==> src/hw/hid_pkg.sv <==
// Package for the headphone impedance detect controller: map, fields, types
package hid_pkg;

  // Clock and sweep pacing
  localparam int unsigned MCLK_HZ           = 20_000_000;
  localparam int unsigned SWEEP_BASE_HZ     = 32_000;
  localparam int unsigned SWEEP_BASE_CYCLES = MCLK_HZ / SWEEP_BASE_HZ;

  // Register indices (bus address equals the register index)
  localparam logic [31:0] ADDR_WIDE_START   = 32'h0000_3000;
  localparam logic [31:0] REG_PIN_CONFIG    = 32'h0000_0299;
  localparam logic [31:0] REG_RANGE_SWEEP   = 32'h0000_029b;
  localparam logic [31:0] REG_STATUS        = 32'h0000_029c;
  localparam logic [31:0] REG_RAW_CODE      = 32'h0000_029d;

  // Field positions, pin configuration register
  localparam int RET_LSB    = 0;
  localparam int SENSE_LSB  = 4;
  localparam int CURR_LSB   = 8;
  localparam int CHAN_LSB   = 12;
  localparam int OVD_BIT    = 15;
  // Field positions, range and sweep register
  localparam int TRIG_BIT   = 0;
  localparam int STEP_LSB   = 1;
  localparam int DIV_LSB    = 3;
  localparam int SPAN_LSB   = 9;
  // Field positions, status register
  localparam int LEVEL_LSB  = 0;
  localparam int DONE_BIT   = 15;

  // Reset values
  localparam logic [15:0] PIN_CONFIG_RST  = 16'h0000;
  localparam logic [15:0] RANGE_SWEEP_RST = 16'h0000;
  localparam logic [9:0]  RAW_CODE_RST    = 10'h000;
  localparam logic [14:0] LEVEL_CODE_RST  = 15'h0000;

  // Pin encodings shared by sense and current select
  localparam logic [3:0] PIN_FIRST_MIC   = 4'h0;
  localparam logic [3:0] PIN_SECOND_MIC  = 4'h1;
  localparam logic [3:0] PIN_LEFT_PHONE  = 4'h4;
  localparam logic [3:0] PIN_RIGHT_PHONE = 4'h5;
  localparam logic [3:0] PIN_FIRST_JACK  = 4'h6;
  localparam logic [3:0] PIN_SECOND_JACK = 4'h7;
  localparam logic [2:0] RET_FIRST_FB    = 3'h0;
  localparam logic [2:0] RET_SECOND_FB   = 3'h1;
  localparam logic [2:0] CHAN_LEFT       = 3'h0;
  localparam logic [2:0] CHAN_RIGHT      = 3'h1;

  // One-hot switch positions
  localparam int SW_FIRST_MIC   = 0;
  localparam int SW_SECOND_MIC  = 1;
  localparam int SW_LEFT_PHONE  = 2;
  localparam int SW_RIGHT_PHONE = 3;
  localparam int SW_FIRST_JACK  = 4;
  localparam int SW_SECOND_JACK = 5;

  // Sweep step codes and current code limit
  localparam logic [1:0] STEP_ONE  = 2'h0;
  localparam logic [1:0] STEP_TWO  = 2'h1;
  localparam logic [1:0] STEP_FOUR = 2'h2;
  localparam logic [1:0] SPAN_NONE = 2'h0;
  localparam logic [9:0] RAW_MAX   = 10'h3ff;

  typedef struct packed {
    logic       ovdEna;
    logic [2:0] chanSel;
    logic [3:0] currentSel;
    logic [3:0] senseSel;
    logic [2:0] returnSel;
  } hid_pin_cfg_s;

  typedef struct packed {
    logic [1:0] span;
    logic [1:0] clkDiv;
    logic [1:0] stepSize;
  } hid_sweep_cfg_s;

  typedef struct packed {
    logic [5:0] sense;
    logic [5:0] current;
    logic [1:0] ret;
    logic       ovdLeft;
    logic       ovdRight;
  } hid_route_s;

  typedef enum logic [1:0] {
    ST_IDLE  = 2'b00,
    ST_WAIT  = 2'b01,
    ST_SWEEP = 2'b11,
    ST_DONE  = 2'b10
  } hid_state_e;

endpackage

==> src/hw/hid_impedance_detect.sv <==
// Headphone impedance detect controller: registers, scheduling and sweep
`timescale 1ns/1ps
`default_nettype none

module hid_impedance_detect
  import hid_pkg::*;
#(
  parameter int unsigned SWEEP_CYCLES = SWEEP_BASE_CYCLES
) (
  input  wire logic        mclk,
  input  wire logic        rst_b,
  input  wire logic [31:0] busAddr,
  input  wire logic [31:0] busWdata,
  input  wire logic        busWrite,
  input  wire logic        busRead,
  output logic      [31:0] busRdata,
  input  wire logic        senseTrip,
  input  wire logic [14:0] levelCode,
  input  wire logic        micMeasReq,
  input  wire logic        micMeasBusy,
  output logic             hpdActive,
  output hid_route_s       route,
  output logic             sourceEnable,
  output logic      [9:0]  currentCode,
  output logic      [1:0]  spanSel,
  output logic             measComplete,
  output logic             measDonePulse
);

  // Synchronisers for the analog comparator and level code
  logic        tripMeta;
  logic        tripSync;
  logic [14:0] levelMeta;
  logic [14:0] levelSync;

  always_ff @(posedge mclk or negedge rst_b) begin
    if (!rst_b) begin
      tripMeta  <= 1'b0;
      tripSync  <= 1'b0;
      levelMeta <= LEVEL_CODE_RST;
      levelSync <= LEVEL_CODE_RST;
    end else begin
      tripMeta  <= senseTrip;
      tripSync  <= tripMeta;
      levelMeta <= levelCode;
      levelSync <= levelMeta;
    end
  end

  // Pin select decode into switch one-hots; reserved codes close nothing
  function automatic logic [5:0] decodePin(input logic [3:0] code);
    logic [5:0] hot;
    hot = '0;
    case (code)
      PIN_FIRST_MIC:   hot[SW_FIRST_MIC]   = 1'b1;
      PIN_SECOND_MIC:  hot[SW_SECOND_MIC]  = 1'b1;
      PIN_LEFT_PHONE:  hot[SW_LEFT_PHONE]  = 1'b1;
      PIN_RIGHT_PHONE: hot[SW_RIGHT_PHONE] = 1'b1;
      PIN_FIRST_JACK:  hot[SW_FIRST_JACK]  = 1'b1;
      PIN_SECOND_JACK: hot[SW_SECOND_JACK] = 1'b1;
      default:         hot = '0;
    endcase
    return hot;
  endfunction

  // Register state
  hid_pin_cfg_s   pinCfg;
  hid_pin_cfg_s   next_pinCfg;
  hid_sweep_cfg_s sweepCfg;
  hid_sweep_cfg_s next_sweepCfg;
  logic [31:0]    next_busRdata;
  logic           narrowAddr;
  logic           trigWrite;
  logic [15:0]    pinImage;
  logic [15:0]    rangeImage;
  logic [15:0]    statusImage;
  logic           phoneSense;
  logic [9:0]     rawCode;
  logic [14:0]    levelHeld;

  assign phoneSense = (pinCfg.senseSel == PIN_LEFT_PHONE) ||
                      (pinCfg.senseSel == PIN_RIGHT_PHONE);

  always_comb begin
    narrowAddr    = (busAddr < ADDR_WIDE_START);
    trigWrite     = busWrite && narrowAddr && (busAddr == REG_RANGE_SWEEP) &&
                    busWdata[TRIG_BIT];
    next_pinCfg   = pinCfg;
    next_sweepCfg = sweepCfg;
    if (busWrite && narrowAddr && (busAddr == REG_PIN_CONFIG)) begin
      next_pinCfg.ovdEna     = busWdata[OVD_BIT];
      next_pinCfg.chanSel    = busWdata[CHAN_LSB +: 3];
      next_pinCfg.currentSel = busWdata[CURR_LSB +: 4];
      next_pinCfg.senseSel   = busWdata[SENSE_LSB +: 4];
      next_pinCfg.returnSel  = busWdata[RET_LSB +: 3];
    end
    if (busWrite && narrowAddr && (busAddr == REG_RANGE_SWEEP)) begin
      next_sweepCfg.span     = busWdata[SPAN_LSB +: 2];
      next_sweepCfg.clkDiv   = busWdata[DIV_LSB +: 2];
      next_sweepCfg.stepSize = busWdata[STEP_LSB +: 2];
    end

    pinImage                   = '0;
    pinImage[OVD_BIT]          = pinCfg.ovdEna;
    pinImage[CHAN_LSB +: 3]    = pinCfg.chanSel;
    pinImage[CURR_LSB +: 4]    = pinCfg.currentSel;
    pinImage[SENSE_LSB +: 4]   = pinCfg.senseSel;
    pinImage[RET_LSB +: 3]     = pinCfg.returnSel;
    rangeImage                 = '0;
    rangeImage[SPAN_LSB +: 2]  = sweepCfg.span;
    rangeImage[DIV_LSB +: 2]   = sweepCfg.clkDiv;
    rangeImage[STEP_LSB +: 2]  = sweepCfg.stepSize;
    rangeImage[TRIG_BIT]       = 1'b0;
    statusImage                = '0;
    statusImage[DONE_BIT]      = measComplete;
    statusImage[LEVEL_LSB +: 15] = levelHeld;

    // Registers below the wide boundary are 16 bits; upper half reads zero
    next_busRdata = '0;
    if (busRead && narrowAddr) begin
      case (busAddr)
        REG_PIN_CONFIG:  next_busRdata = {16'h0000, pinImage};
        REG_RANGE_SWEEP: next_busRdata = {16'h0000, rangeImage};
        REG_STATUS:      next_busRdata = {16'h0000, statusImage};
        REG_RAW_CODE:    next_busRdata = {22'h000000, rawCode};
        default:         next_busRdata = '0;
      endcase
    end
  end

  always_ff @(posedge mclk or negedge rst_b) begin
    if (!rst_b) begin
      pinCfg   <= hid_pin_cfg_s'({PIN_CONFIG_RST[OVD_BIT], PIN_CONFIG_RST[CHAN_LSB +: 3],
                                  PIN_CONFIG_RST[CURR_LSB +: 4],
                                  PIN_CONFIG_RST[SENSE_LSB +: 4],
                                  PIN_CONFIG_RST[RET_LSB +: 3]});
      sweepCfg <= hid_sweep_cfg_s'({RANGE_SWEEP_RST[SPAN_LSB +: 2],
                                    RANGE_SWEEP_RST[DIV_LSB +: 2],
                                    RANGE_SWEEP_RST[STEP_LSB +: 2]});
      busRdata <= '0;
    end else begin
      pinCfg   <= next_pinCfg;
      sweepCfg <= next_sweepCfg;
      busRdata <= next_busRdata;
    end
  end

  // Sweep pacing
  logic sweepTick;
  logic pacerRun;

  hid_sweep_pacer #(
    .BASE_CYCLES (SWEEP_CYCLES)
  ) u_pacer (
    .mclk   (mclk),
    .rst_b  (rst_b),
    .run    (pacerRun),
    .clkDiv (sweepCfg.clkDiv),
    .tick   (sweepTick)
  );

  // Measurement sequencer
  hid_state_e state;
  hid_state_e next_state;
  logic [9:0] next_currentCode;
  logic [9:0] stepVal;
  logic [9:0] next_rawCode;
  logic [14:0] next_levelHeld;
  logic       next_measComplete;
  logic       next_measDonePulse;
  logic       next_hpdActive;
  logic       next_sourceEnable;
  logic [1:0] next_spanSel;
  hid_route_s next_route;

  assign pacerRun = (state == ST_SWEEP);

  always_comb begin
    case (sweepCfg.stepSize)
      STEP_TWO:  stepVal = 10'd2;
      STEP_FOUR: stepVal = 10'd4;
      default:   stepVal = 10'd1;
    endcase

    next_state         = state;
    next_currentCode   = currentCode;
    next_rawCode       = rawCode;
    next_levelHeld     = levelHeld;
    next_measComplete  = measComplete;
    next_measDonePulse = 1'b0;

    case (state)
      ST_IDLE: begin
        if (trigWrite) begin
          next_state = ST_WAIT;
        end
      end
      ST_WAIT: begin
        // Mic detect has priority when both want the shared measurement path
        if (!micMeasBusy && !micMeasReq) begin
          next_state       = ST_SWEEP;
          next_currentCode = '0;
        end
      end
      ST_SWEEP: begin
        if (sweepTick) begin
          if (tripSync) begin
            next_state = ST_DONE;
          end else if (currentCode > (RAW_MAX - stepVal)) begin
            next_currentCode = RAW_MAX;
            next_state       = ST_DONE;
          end else begin
            next_currentCode = currentCode + stepVal;
          end
        end
      end
      ST_DONE: begin
        next_rawCode       = phoneSense ? currentCode : RAW_CODE_RST;
        next_levelHeld     = levelSync;
        next_measDonePulse = 1'b1;
        next_state         = ST_IDLE;
      end
      default: begin
        next_state = ST_IDLE;
      end
    endcase

    // A trigger clears the flag; finishing sets it, and the set wins
    if (trigWrite && (state == ST_IDLE)) begin
      next_measComplete = 1'b0;
    end
    if (state == ST_DONE) begin
      next_measComplete = 1'b1;
    end

    next_hpdActive    = (next_state == ST_SWEEP);
    next_sourceEnable = (next_state == ST_SWEEP);
    next_spanSel      = phoneSense ? sweepCfg.span : SPAN_NONE;
    next_route        = '0;
    if (next_state == ST_SWEEP) begin
      next_route.sense    = decodePin(pinCfg.senseSel);
      next_route.current  = decodePin(pinCfg.currentSel);
      next_route.ret[0]   = (pinCfg.returnSel == RET_FIRST_FB);
      next_route.ret[1]   = (pinCfg.returnSel == RET_SECOND_FB);
      next_route.ovdLeft  = pinCfg.ovdEna && (pinCfg.chanSel == CHAN_LEFT);
      next_route.ovdRight = pinCfg.ovdEna && (pinCfg.chanSel == CHAN_RIGHT);
    end
  end

  always_ff @(posedge mclk or negedge rst_b) begin
    if (!rst_b) begin
      state         <= ST_IDLE;
      currentCode   <= RAW_CODE_RST;
      rawCode       <= RAW_CODE_RST;
      levelHeld     <= LEVEL_CODE_RST;
      measComplete  <= 1'b0;
      measDonePulse <= 1'b0;
      hpdActive     <= 1'b0;
      sourceEnable  <= 1'b0;
      spanSel       <= SPAN_NONE;
      route         <= '0;
    end else begin
      state         <= next_state;
      currentCode   <= next_currentCode;
      rawCode       <= next_rawCode;
      levelHeld     <= next_levelHeld;
      measComplete  <= next_measComplete;
      measDonePulse <= next_measDonePulse;
      hpdActive     <= next_hpdActive;
      sourceEnable  <= next_sourceEnable;
      spanSel       <= next_spanSel;
      route         <= next_route;
    end
  end

endmodule // hid_impedance_detect
`default_nettype wire

==> src/hw/hid_sweep_pacer.sv <==
// Sweep pacer: one-cycle tick at the selected current source step rate
`timescale 1ns/1ps
`default_nettype none
module hid_sweep_pacer
  import hid_pkg::*;
#(
  parameter int unsigned BASE_CYCLES = SWEEP_BASE_CYCLES
) (
  input  wire logic       mclk,
  input  wire logic       rst_b,
  input  wire logic       run,
  input  wire logic [1:0] clkDiv,
  output logic            tick
);

  localparam int CW = $clog2(BASE_CYCLES * 8 + 1);

  logic [CW-1:0] cnt;
  logic [CW-1:0] next_cnt;
  logic [CW-1:0] limit;
  logic          next_tick;

  // Divider code 00..11 gives the base rate divided by 1, 2, 4, 8
  always_comb begin
    limit     = CW'((BASE_CYCLES << clkDiv) - 1);
    next_cnt  = cnt;
    next_tick = 1'b0;
    if (!run) begin
      next_cnt = '0;
    end else if (cnt >= limit) begin
      next_cnt  = '0;
      next_tick = 1'b1;
    end else begin
      next_cnt = cnt + CW'(1);
    end
  end

  always_ff @(posedge mclk or negedge rst_b) begin
    if (!rst_b) begin
      cnt  <= '0;
      tick <= 1'b0;
    end else begin
      cnt  <= next_cnt;
      tick <= next_tick;
    end
  end

endmodule // hid_sweep_pacer
`default_nettype wire

==> config.mk <==
export PLATFORM = sky130hd
export DESIGN_NAME = hid_impedance_detect
export DESIGN_NICKNAME = d
export VERILOG_FILES = /design/src/hw/hid_pkg.sv /design/src/hw/hid_impedance_detect.sv /design/src/hw/hid_sweep_pacer.sv
export SDC_FILE = /design/constraint.sdc
export NUM_CORES = 1
export LEC_CHECK = 0
export ABC_CLOCK_PERIOD_IN_PS = 2700
export BUFFER_PORTS_ARGS = -buffer_cell sky130_fd_sc_hd__buf_2
export CORE_MARGIN = 3
export CORE_UTILIZATION = 40
export DETAILED_ROUTE_END_ITERATION = 8
export SLEW_MARGIN = 40
export SYNTH_ARGS = -nofsm -noshare
export SYNTH_HDL_FRONTEND = slang
export SYNTH_SLANG_ARGS = --single-unit
==> constraint.sdc <==
create_clock -name mclk -period 2.7 [get_ports mclk]
set_input_delay 0.135 -clock mclk [delete_from_list [all_inputs] [get_ports mclk]]
set_output_delay 0.135 -clock mclk [all_outputs]
set_load 0.03 [all_outputs]
# Word-level counts from Yosys, hierarchy flattened
# Index checks and enable logic that the tools add are counted.
# classes
add_sub_neg	4
order_cmp	3
n_eq_ne	25
shifts	1
mux	36
reduce_logical	20
# op_table
op	count
== test 32 x 10 -> 1 bit (second input constant)	4
one-hot mux 16 bit (4 select lines)	1
2-to-1 mux 10 bit	5
== test 4 x 3 -> 1 bit (second input constant)	8
< comparator 32 x 14 -> 1 bit (second input constant)	1
2-to-1 mux 16 bit	2
2-to-1 mux 13 bit	2
one-hot mux 10 bit (2 select lines)	1
2-to-1 mux 1 bit	17
adder 13 x 1 -> 13 bit (second input constant)	1
>= comparator 13 bit	1
left shift 10 x 2 -> 13 bit (first input constant)	1
subtractor 13 x 1 -> 13 bit (second input constant)	1
2-to-1 mux 2 bit	6
adder 10 x 3 -> 10 bit	1
greater-than comparator 10 bit	1
logical AND 1 bit	9
== test 2 bit (second input constant)	4
== test 4 x 1 -> 1 bit (second input constant)	2
zero test 4 bit	2
one-hot mux 2 bit (4 select lines)	1
== test 3 x 1 -> 1 bit (second input constant)	2
zero test 3 bit	2
inequality test 2 bit (second input constant)	3
other kinds (8)	11
# word_totals
ff_bits	157
elab_cells	117

# Longest topological paths before layout
# Gate-level depths: netlist of run 1.
# logic_depth
depth_word	10
ltp_mapped	10
depth_no_buf	10

# By module
# A second synthesis of run 1 with hierarchy kept.
# unflattened
hier_cells	537
area_unflattened_um2	6203.4
# modules_own_cells
mod	instances	cells_each	area_each_um2	seq_area_each_um2
hid_impedance_detect	1	430	5185.0	3178.0
hid_sweep_pacer	1	107	1018.5	350.3

# Worst setup path after synthesis of run 1
# Ideal clock, no wire load.
# synth_timing
kind	flip-flop to flip-flop
from	reg sweepCfg, in the netlist rangeImage[1]
to	reg route[12] (netlist name)
setup_ns	0.127
t_arrival_ns	2.150
slack_ns	0.423
path_stages_with_launch	11
cell_sequence	dfrtp_1 -> inv_1 -> ha_1 -> inv_1 -> ha_1 -> nand3_1 -> nand3_1 -> a211o_1 -> a22oi_1 -> buf_2 -> nor4b_1
# synth_lines
element	line_no	source
from (decl)	hid_impedance_detect.sv:69	hid_sweep_cfg_s sweepCfg;
from (signal assigned)	hid_impedance_detect.sv:137	sweepCfg <= hid_sweep_cfg_s'({RANGE_SWEEP_RST[SPAN_LSB +: 2],
from (signal assigned)	hid_impedance_detect.sv:143	sweepCfg <= next_sweepCfg;
to (signal assigned)	hid_impedance_detect.sv:272	route <= next_route;
to (decl)	hid_impedance_detect.sv:22	output hid_route_s route,

# Worst setup path in the final report of run 1
# layout_timing
from	reg sweepCfg, in the netlist rangeImage[1]
to	reg currentCode[8]
# layout_between
elab_chain_len	8
# layout_rtl
element	line_no	source
== test 2 bit or == test 2 x 1 -> 1 bit (tied branches)	hid_impedance_detect.sv:179	case (sweepCfg.stepSize)
one-hot mux 3 bit (2 select lines) (*)	hid_impedance_detect.sv:179	
subtractor 1 x 4 -> 5 bit	hid_impedance_detect.sv:209	end else if (currentCode > (RAW_MAX - stepVal)) begin
greater-than comparator 10 bit	hid_impedance_detect.sv:209	
2-to-1 mux 10 bit (*)	hid_impedance_detect.sv:209	
2-to-1 mux 10 bit (*)	hid_impedance_detect.sv:207	if (tripSync) begin
2-to-1 mux 10 bit (*)	hid_impedance_detect.sv:206	if (sweepTick) begin
one-hot mux 10 bit (2 select lines) (*)	hid_impedance_detect.sv:192	case (state)
to (signal assigned)	hid_impedance_detect.sv:264	currentCode <= next_currentCode;
to (decl)	hid_impedance_detect.sv:24	output logic [9:0] currentCode,
# Every way passes the cells marked *; elsewhere a longest branch is shown, timed or not. The select of a mux whose other input is x is not followed.
# A chain may end at the register's enable or synchronous reset.

==> results of run 1 <==
==> cells by family (layout without fill, tap and decap cells) <==
group,after synthesis,after routing,synth area share
compound gates,75,75,0.0838
simple gates,196,196,0.169
xor+xnor,13,13,0.0181
buf+inv,62,221,0.0504
fa+ha+maj,27,27,0.0548
other cells,1,16,0.000595
mux,32,32,0.0630
flops,141,141,0.560
==> synth_stat cells (11+ instances only) <==
library cell / count / area (sq um)
nor2_1: 29 / 109
inv_1: 26 / 97.6
ha_1: 26 / 325
o21ai_0: 15 / 75.1
nand3_1: 16 / 80.1
nand4_1: 11 / 68.8
buf_4: 17 / 128
a21oi_1: 15 / 75.1
a22o_1: 14 / 123
mux2_2: 21 / 236
clkbuf_1: 12 / 45.0
nand2_1: 69 / 259
dfrtp_1: 141 / 3530
==> tightest hold or removal path, delay by kind of cell <==
kind	cells	cell delay, ns
and+or+nand+nor	1	0.05
buffers and inverters	2	0.14
AOI/OAI and AO/OA	1	0.19
==> final cells by class <==
| type | instances | area (sq um) | area share |
|---|---|---|---|
| multi-input combinational | 359 | 2510 | 0.313 |
| inverter | 27 | 101 | 0.0127 |
| timing repair buffer | 163 | 1030 | 0.129 |
| clock inverter | 13 | 133 | 0.0166 |
| sequential | 141 | 3530 | 0.441 |
| clock buffer | 18 | 439 | 0.0548 |
| tap | 211 | 264 | 0.0330 |
==> cell usage in the layout, fill, tap and decap left out, types with 3 or more instances in the layout <==
| cell | count |
|---|---|
| a211oi_1 | 3 |
| a21o_1 | 3 |
| a21oi_1 | 15 |
| a221oi_1 | 4 |
| a22o_1 | 14 |
| a32oi_1 | 5 |
| and3_1 | 8 |
| and4_1 | 5 |
| buf_2 | 116 |
| buf_4 | 12 |
| clkbuf_16 | 17 |
| clkinvlp_4 | 4 |
| conb_1 | 16 |
| dfrtp_1 | 141 |
| dlygate4sd3_1 | 33 |
| ha_1 | 26 |
| inv_1 | 26 |
| inv_6 | 5 |
| mux2_2 | 21 |
| mux2_4 | 10 |
| nand2_1 | 69 |
| nand2b_1 | 4 |
| nand3_1 | 16 |
| nand3b_1 | 4 |
| nand4_1 | 11 |
| nor2_1 | 29 |
| nor2b_1 | 6 |
| nor3_1 | 7 |
| nor3_4 | 3 |
| nor4_1 | 10 |
| nor4_2 | 3 |
| nor4b_1 | 6 |
| nor4bb_1 | 4 |
| o21ai_0 | 15 |
| or3_1 | 3 |
| xnor2_1 | 3 |
| xor2_1 | 10 |
==> per-stage QoR <==
step / setup slack (ns) / cell area, sq um / cells
4_1_cts: 0.392 / 8010 / 932
2_1_floorplan: 0.423 / 6360 / 562
3_5_place_dp: 0.419 / 7110 / 868
6_report: 0.404 / 8010 / 932
3_3_place_gp: 0.471 / 7110 / 868
5_1_grt: 0.167 / 8010 / 932
==> state kept, by name, summed over array words and instances, names as in the netlist, 6 cells and up <==
register,cells
busRdata,16
route,16
levelHeld,15
levelMeta,15
levelSync,15
pinCfg,15
u_pacer.cnt,13
currentCode,10
rawCode,10
rangeImage,6
==> worst max path at each step <==
stage                   from  cells after the start  slack [ns]              end
3_5_place_dp   rangeImage[4]                      9        0.42  u_pacer.cnt[10]
5_1_grt        rangeImage[4]                     10        0.17   u_pacer.cnt[5]
3_3_place_gp   rangeImage[1]                     10        0.47   currentCode[8]
6_report       rangeImage[1]                     10        0.40   currentCode[8]
4_1_cts        rangeImage[1]                     10        0.39   currentCode[8]
2_1_floorplan  rangeImage[1]                     10        0.42        route[12]
==> report_power, final <==
part	internal, uW	switching (uW)
Clock	1310	928
Combinational	195	255
Sequential	2200	85.5
==> routing by layer <==
| layer | vias to the layer above | track usage | share of wire | wire, um |
|---|---|---|---|---|
| met2 | 102 | 0.279 | 0.49 | 7100 |
| met3 | 15 | 0.0494 | 0.047 | 679 |
| met1 | 2293 | 0.235 | 0.46 | 6620 |
| li1 | 2225 | - | - | - |
| met5 | - | 0 | 0.00089 | 13 |
| met4 | 2 | 0.0583 | 0.0089 | 129 |
==> timing repair <==
item	in CTS	in global routing
gates resized for setup	0	0
setup endpoints to repair	0	0
hold buffers	33	0
endpoints found under the hold margin	112	0
==> reports/results.ini, run 1 <==
[synth]
synth_ff_type = dfrtp_1
synth-edff-count = 0
syn_area_per_cell_sq_um = 11.5
ys_warn_count = 0
ys_ff_latch = 141
seq_area_frac_synth = 0.560
synthCells = 547
syn-cell-area_sq_um = 6300
ys_types = 58
synth-async-reset-ratio = 1.00

[sta]
max_slew_margin = 0.485
worstMarginPinSlew_ns = 0.767
hold_ws_ns = 0.145
min_period_ns = 2.30
rsz0062_at_grt = false
post-route-period-util = 0.850
max_freq_ghz = 0.436
hold_viol_final = 0
drv_slew = 0
fin_setup_tns_ns = 0
setup_viol = 0
fin_skew_ns = 0.00647

[placement]
hpwl_um = 10600
globalplace.congestion = 0.857
io_buffers = 117

[critical_path]
slowest_delay_ns = 0.39
crit_slowest_cell = dfrtp_1
path_buf_inv = 2
reg2reg_slack_ns = 0.40
r2r_cells = 10
critPathArrivalTime_ns = 2.60
critPathTopFamily = adder cells
path_cells = inv_1 -> ha_1 -> ha_1 -> inv_1 -> fa_1 -> nor2b_1 -> o211ai_1 -> o21ai_0 -> nand2_1 -> a22o_1
path_class = reg2reg
cp.required_ns = 3.01
r2r_start = rangeImage[1]
startpoint_type = flop
r2r-end = currentCode[8]
cp-end-kind = flop
critPathMaxFanout = 4

[floorplan]
core_sq_um = 15300
io_pins = 150
initial_core_util = 0.411
die_area_sq_um = 17300
die_height_um = 131
die_w_um = 131
fp-row-count = 45

[cts]
cts-root-buf = clkbuf_16
path_clk_slew_ns = 0.06
tritoncts = yes
htreeDepth = 4
cts_sinks = 141
cts_setup_buffers = 0
clock_latency_ns = 0.42
clockBufferDepth = 2
cts_inserted_buffers = 17

[route]
wl_per_cell_um = 15.6
routed_wl_um = 14500
drt-vias-per-instance = 4.98
ant_nets = 0
dr.pass1.iters = 4
num_vias = 4637
drc = 0
drt_iter0_markers = 280

[final_layout]
nNetsFinal = 822
layout-drive-gt1-share = 0.282
diodes = 0
syn2layout_area_growth_pct = 27.1
utilization = 0.523
fillerInstances = 1364

[pwr]
power.static_leakage_uw = 0.00398
p_total_uw = 4970
irDropWorstVdd_v = 0.000457
power.density_nw_per_um2 = 620

[grt]
grt_max_degree = 78
grt_pass1_vias = 4729
grt_antenna_before_repair = 1
grt_overflow = 0
grt_usage = 0.176
grt_pass1_wl_um = 24400

[min_path]
hold_start = micMeasBusy
min_path_type = in2reg
holdPathStages = 4
holdPathEnd = state[1]

[outcome]
status = finished, final reports clean

[job]
cap_violations = 0

No activity file was read; power rests on OpenSTA's default activity.
==> inputs of run 2 (changes only) <==
--- a/config.mk
+++ b/config.mk
@@ -7,7 +7,7 @@
 export LEC_CHECK = 0
 export ABC_CLOCK_PERIOD_IN_PS = 2700
 export BUFFER_PORTS_ARGS = -buffer_cell sky130_fd_sc_hd__buf_2
-export CORE_MARGIN = 3
+export CORE_MARGIN = 2
 export CORE_UTILIZATION = 40
 export DETAILED_ROUTE_END_ITERATION = 8
 export SLEW_MARGIN = 40
==> reports/results.ini, run 2 (synthesis results as in run 1) <==
[critical_path]
critPathArrivalTime_ns = 2.65  ; +0.05 ns
crit_slowest_cell = dfrtp_1
cp.required_ns = 3.02  ; about the same
critPathMaxFanout = 13  ; +9
startpoint_type = flop
path_cells = inv_1 -> ha_1 -> ha_1 -> nand4_1 -> nor4_1 -> nor3_1 -> nand4_1 -> buf_4 -> nor2_1
path_class = reg2reg
slowest_delay_ns = 0.47  ; +0.08 ns
cp-end-kind = flop

[final_layout]
ff_latch_area_sq_um = 3530  ; unchanged
reg_top3 = busRdata (16), route (16)
layout_common_cells = 141 x dfrtp_1, 116 x buf_2, 69 x nand2_1
diodes = 0  ; unchanged
layout_commonest_cell = dfrtp_1
multi_input_area_sq_um = 2510  ; unchanged
nNetsFinal = 823  ; +0.12%
fillerInstances = 1372  ; +0.59%
layout-drive-gt1-share = 0.284  ; +0.00199
syn2layout_area_growth_pct = 27.0  ; about the same
utilization = 0.523  ; about the same

[sta]
rsz0062_at_grt = false
min_period_ns = 2.34  ; +0.0405 ns
max_slew_margin = 0.522  ; +0.0376
post-route-period-util = 0.865  ; +0.0150
max_freq_ghz = 0.428  ; -1.7%
hold_viol_final = 0  ; unchanged
worstMarginPinSlew_ns = 0.717  ; -0.0505 ns
drv_slew = 0  ; unchanged
final.setup.worst_slack_ns = 0.363  ; -0.0405 ns
hold_ws_ns = 0.148  ; +0.00311 ns
fin_setup_tns_ns = 0  ; unchanged
fin_skew_ns = 0.00726  ; +0.000792 ns
setup_viol = 0  ; unchanged

[cts]
cts-root-buf = clkbuf_16
cts_setup_buffers = 0  ; unchanged
clock_latency_ns = 0.43  ; about the same
htreeDepth = 4  ; unchanged
path_clk_slew_ns = 0.06  ; about the same
cts_inserted_buffers = 17  ; unchanged
cts_sinks = 141  ; unchanged
tritoncts = yes
clockBufferDepth = 2  ; unchanged

[floorplan]
io_pins = 150  ; unchanged
die_w_um = 129  ; -1.5%
die_height_um = 129  ; -1.5%
initial_core_util = 0.411  ; unchanged
die_area_sq_um = 16800  ; -3.0%
core_sq_um = 15300  ; unchanged
fp-row-count = 45  ; unchanged

[pwr]
power.static_leakage_uw = 0.00399  ; +0.24%
power.density_nw_per_um2 = 622  ; +0.21%
irDropWorstVdd_v = 0.000465  ; +1.6%

[placement]
hpwl_um = 10700  ; +0.50%
place_ws_ns = 0.347  ; -0.0725 ns
globalplace.congestion = 0.822  ; -4.1%
io_buffers = 117  ; unchanged

[route]
drt_iter0_markers = 263  ; -6.1%
ant_nets = 0  ; unchanged
drt-vias-per-instance = 5.00  ; +0.41%
drc = 0  ; unchanged
routed_wl_um = 14700  ; +0.85%
dr.pass1.iters = 4  ; unchanged
num_vias = 4666  ; +0.63%
wl_per_cell_um = 15.7  ; +0.64%

[grt]
grt_antenna_before_repair = 1  ; unchanged
grt_usage = 0.182  ; +0.00557
grt_overflow = 0  ; unchanged
grt_pass1_vias = 4636  ; -2.0%
grt_pass1_wl_um = 23300  ; -4.1%
grt_max_degree = 91  ; +17%

[outcome]
status = finished, final reports clean

[job]
cap_violations = 0  ; unchanged

[min_path]
min_path_type = in2reg

==> run 2: final timing paths <==
kind,from,slack (ns),end,depth (start not counted)
setup / recovery,rangeImage[4],0.36,u_pacer.cnt[8],9
hold / removal,busWrite,0.15,state[0],4
setup reg to reg,rangeImage[4],0.36,u_pacer.cnt[8],9
hold reg to reg,levelMeta[6],0.35,levelSync[6],0
max in group asynchronous,rst_b,1.58,currentCode[1],3
min in group asynchronous,rst_b,0.33,currentCode[7],2
==> run 2: power by group <==
part | internal [uW] | switching (uW)
logic | 195 | 260
registers | 2200 | 93.8
clock network | 1220 | 1010
total | 3620 | 1360
==> run 2: repair_timing <==
action / CTS / global route
hold endpoints to repair: 124 / 0
hold buffers: 33 / 0
resized for setup: 0 / 0
==> run 2: per-layer routing <==
metal	track usage	part of all wire
met5	0	0.00089
met4	0.0563	0.015
met3	0.0603	0.061
met2	0.280	0.46
met1	0.245	0.46
==> run 2: stage by stage <==
step / std cells / area, sq um / power, uW
finish: 934 / 8000 / 4980
global route: 934 / 8000 / 5210
CTS: 934 / 8000 / 5030
detailed placement: 869 / 7100 / 2750
global placement: 869 / 7100 / 2720
floorplan: 562 / 6360 / 2570
==> run 2: final cells by class <==
cell class,count,share of cell area
multi-input cells,359,0.314
well taps,211,0.0330
inverters,27,0.0127
clock buffers,17,0.0532
flip-flops and latches,141,0.441
clock inverters,15,0.0180
repair buffers,164,0.129
==> run 2: critical path, delay by kind of cell, from the launching register on <==
family | cells | cell delay (ns)
adders and majority gates | 2 | 0.60
DFF | 1 | 0.47
and+or+nand+nor | 5 | 0.82
buffers and inverters | 2 | 0.35
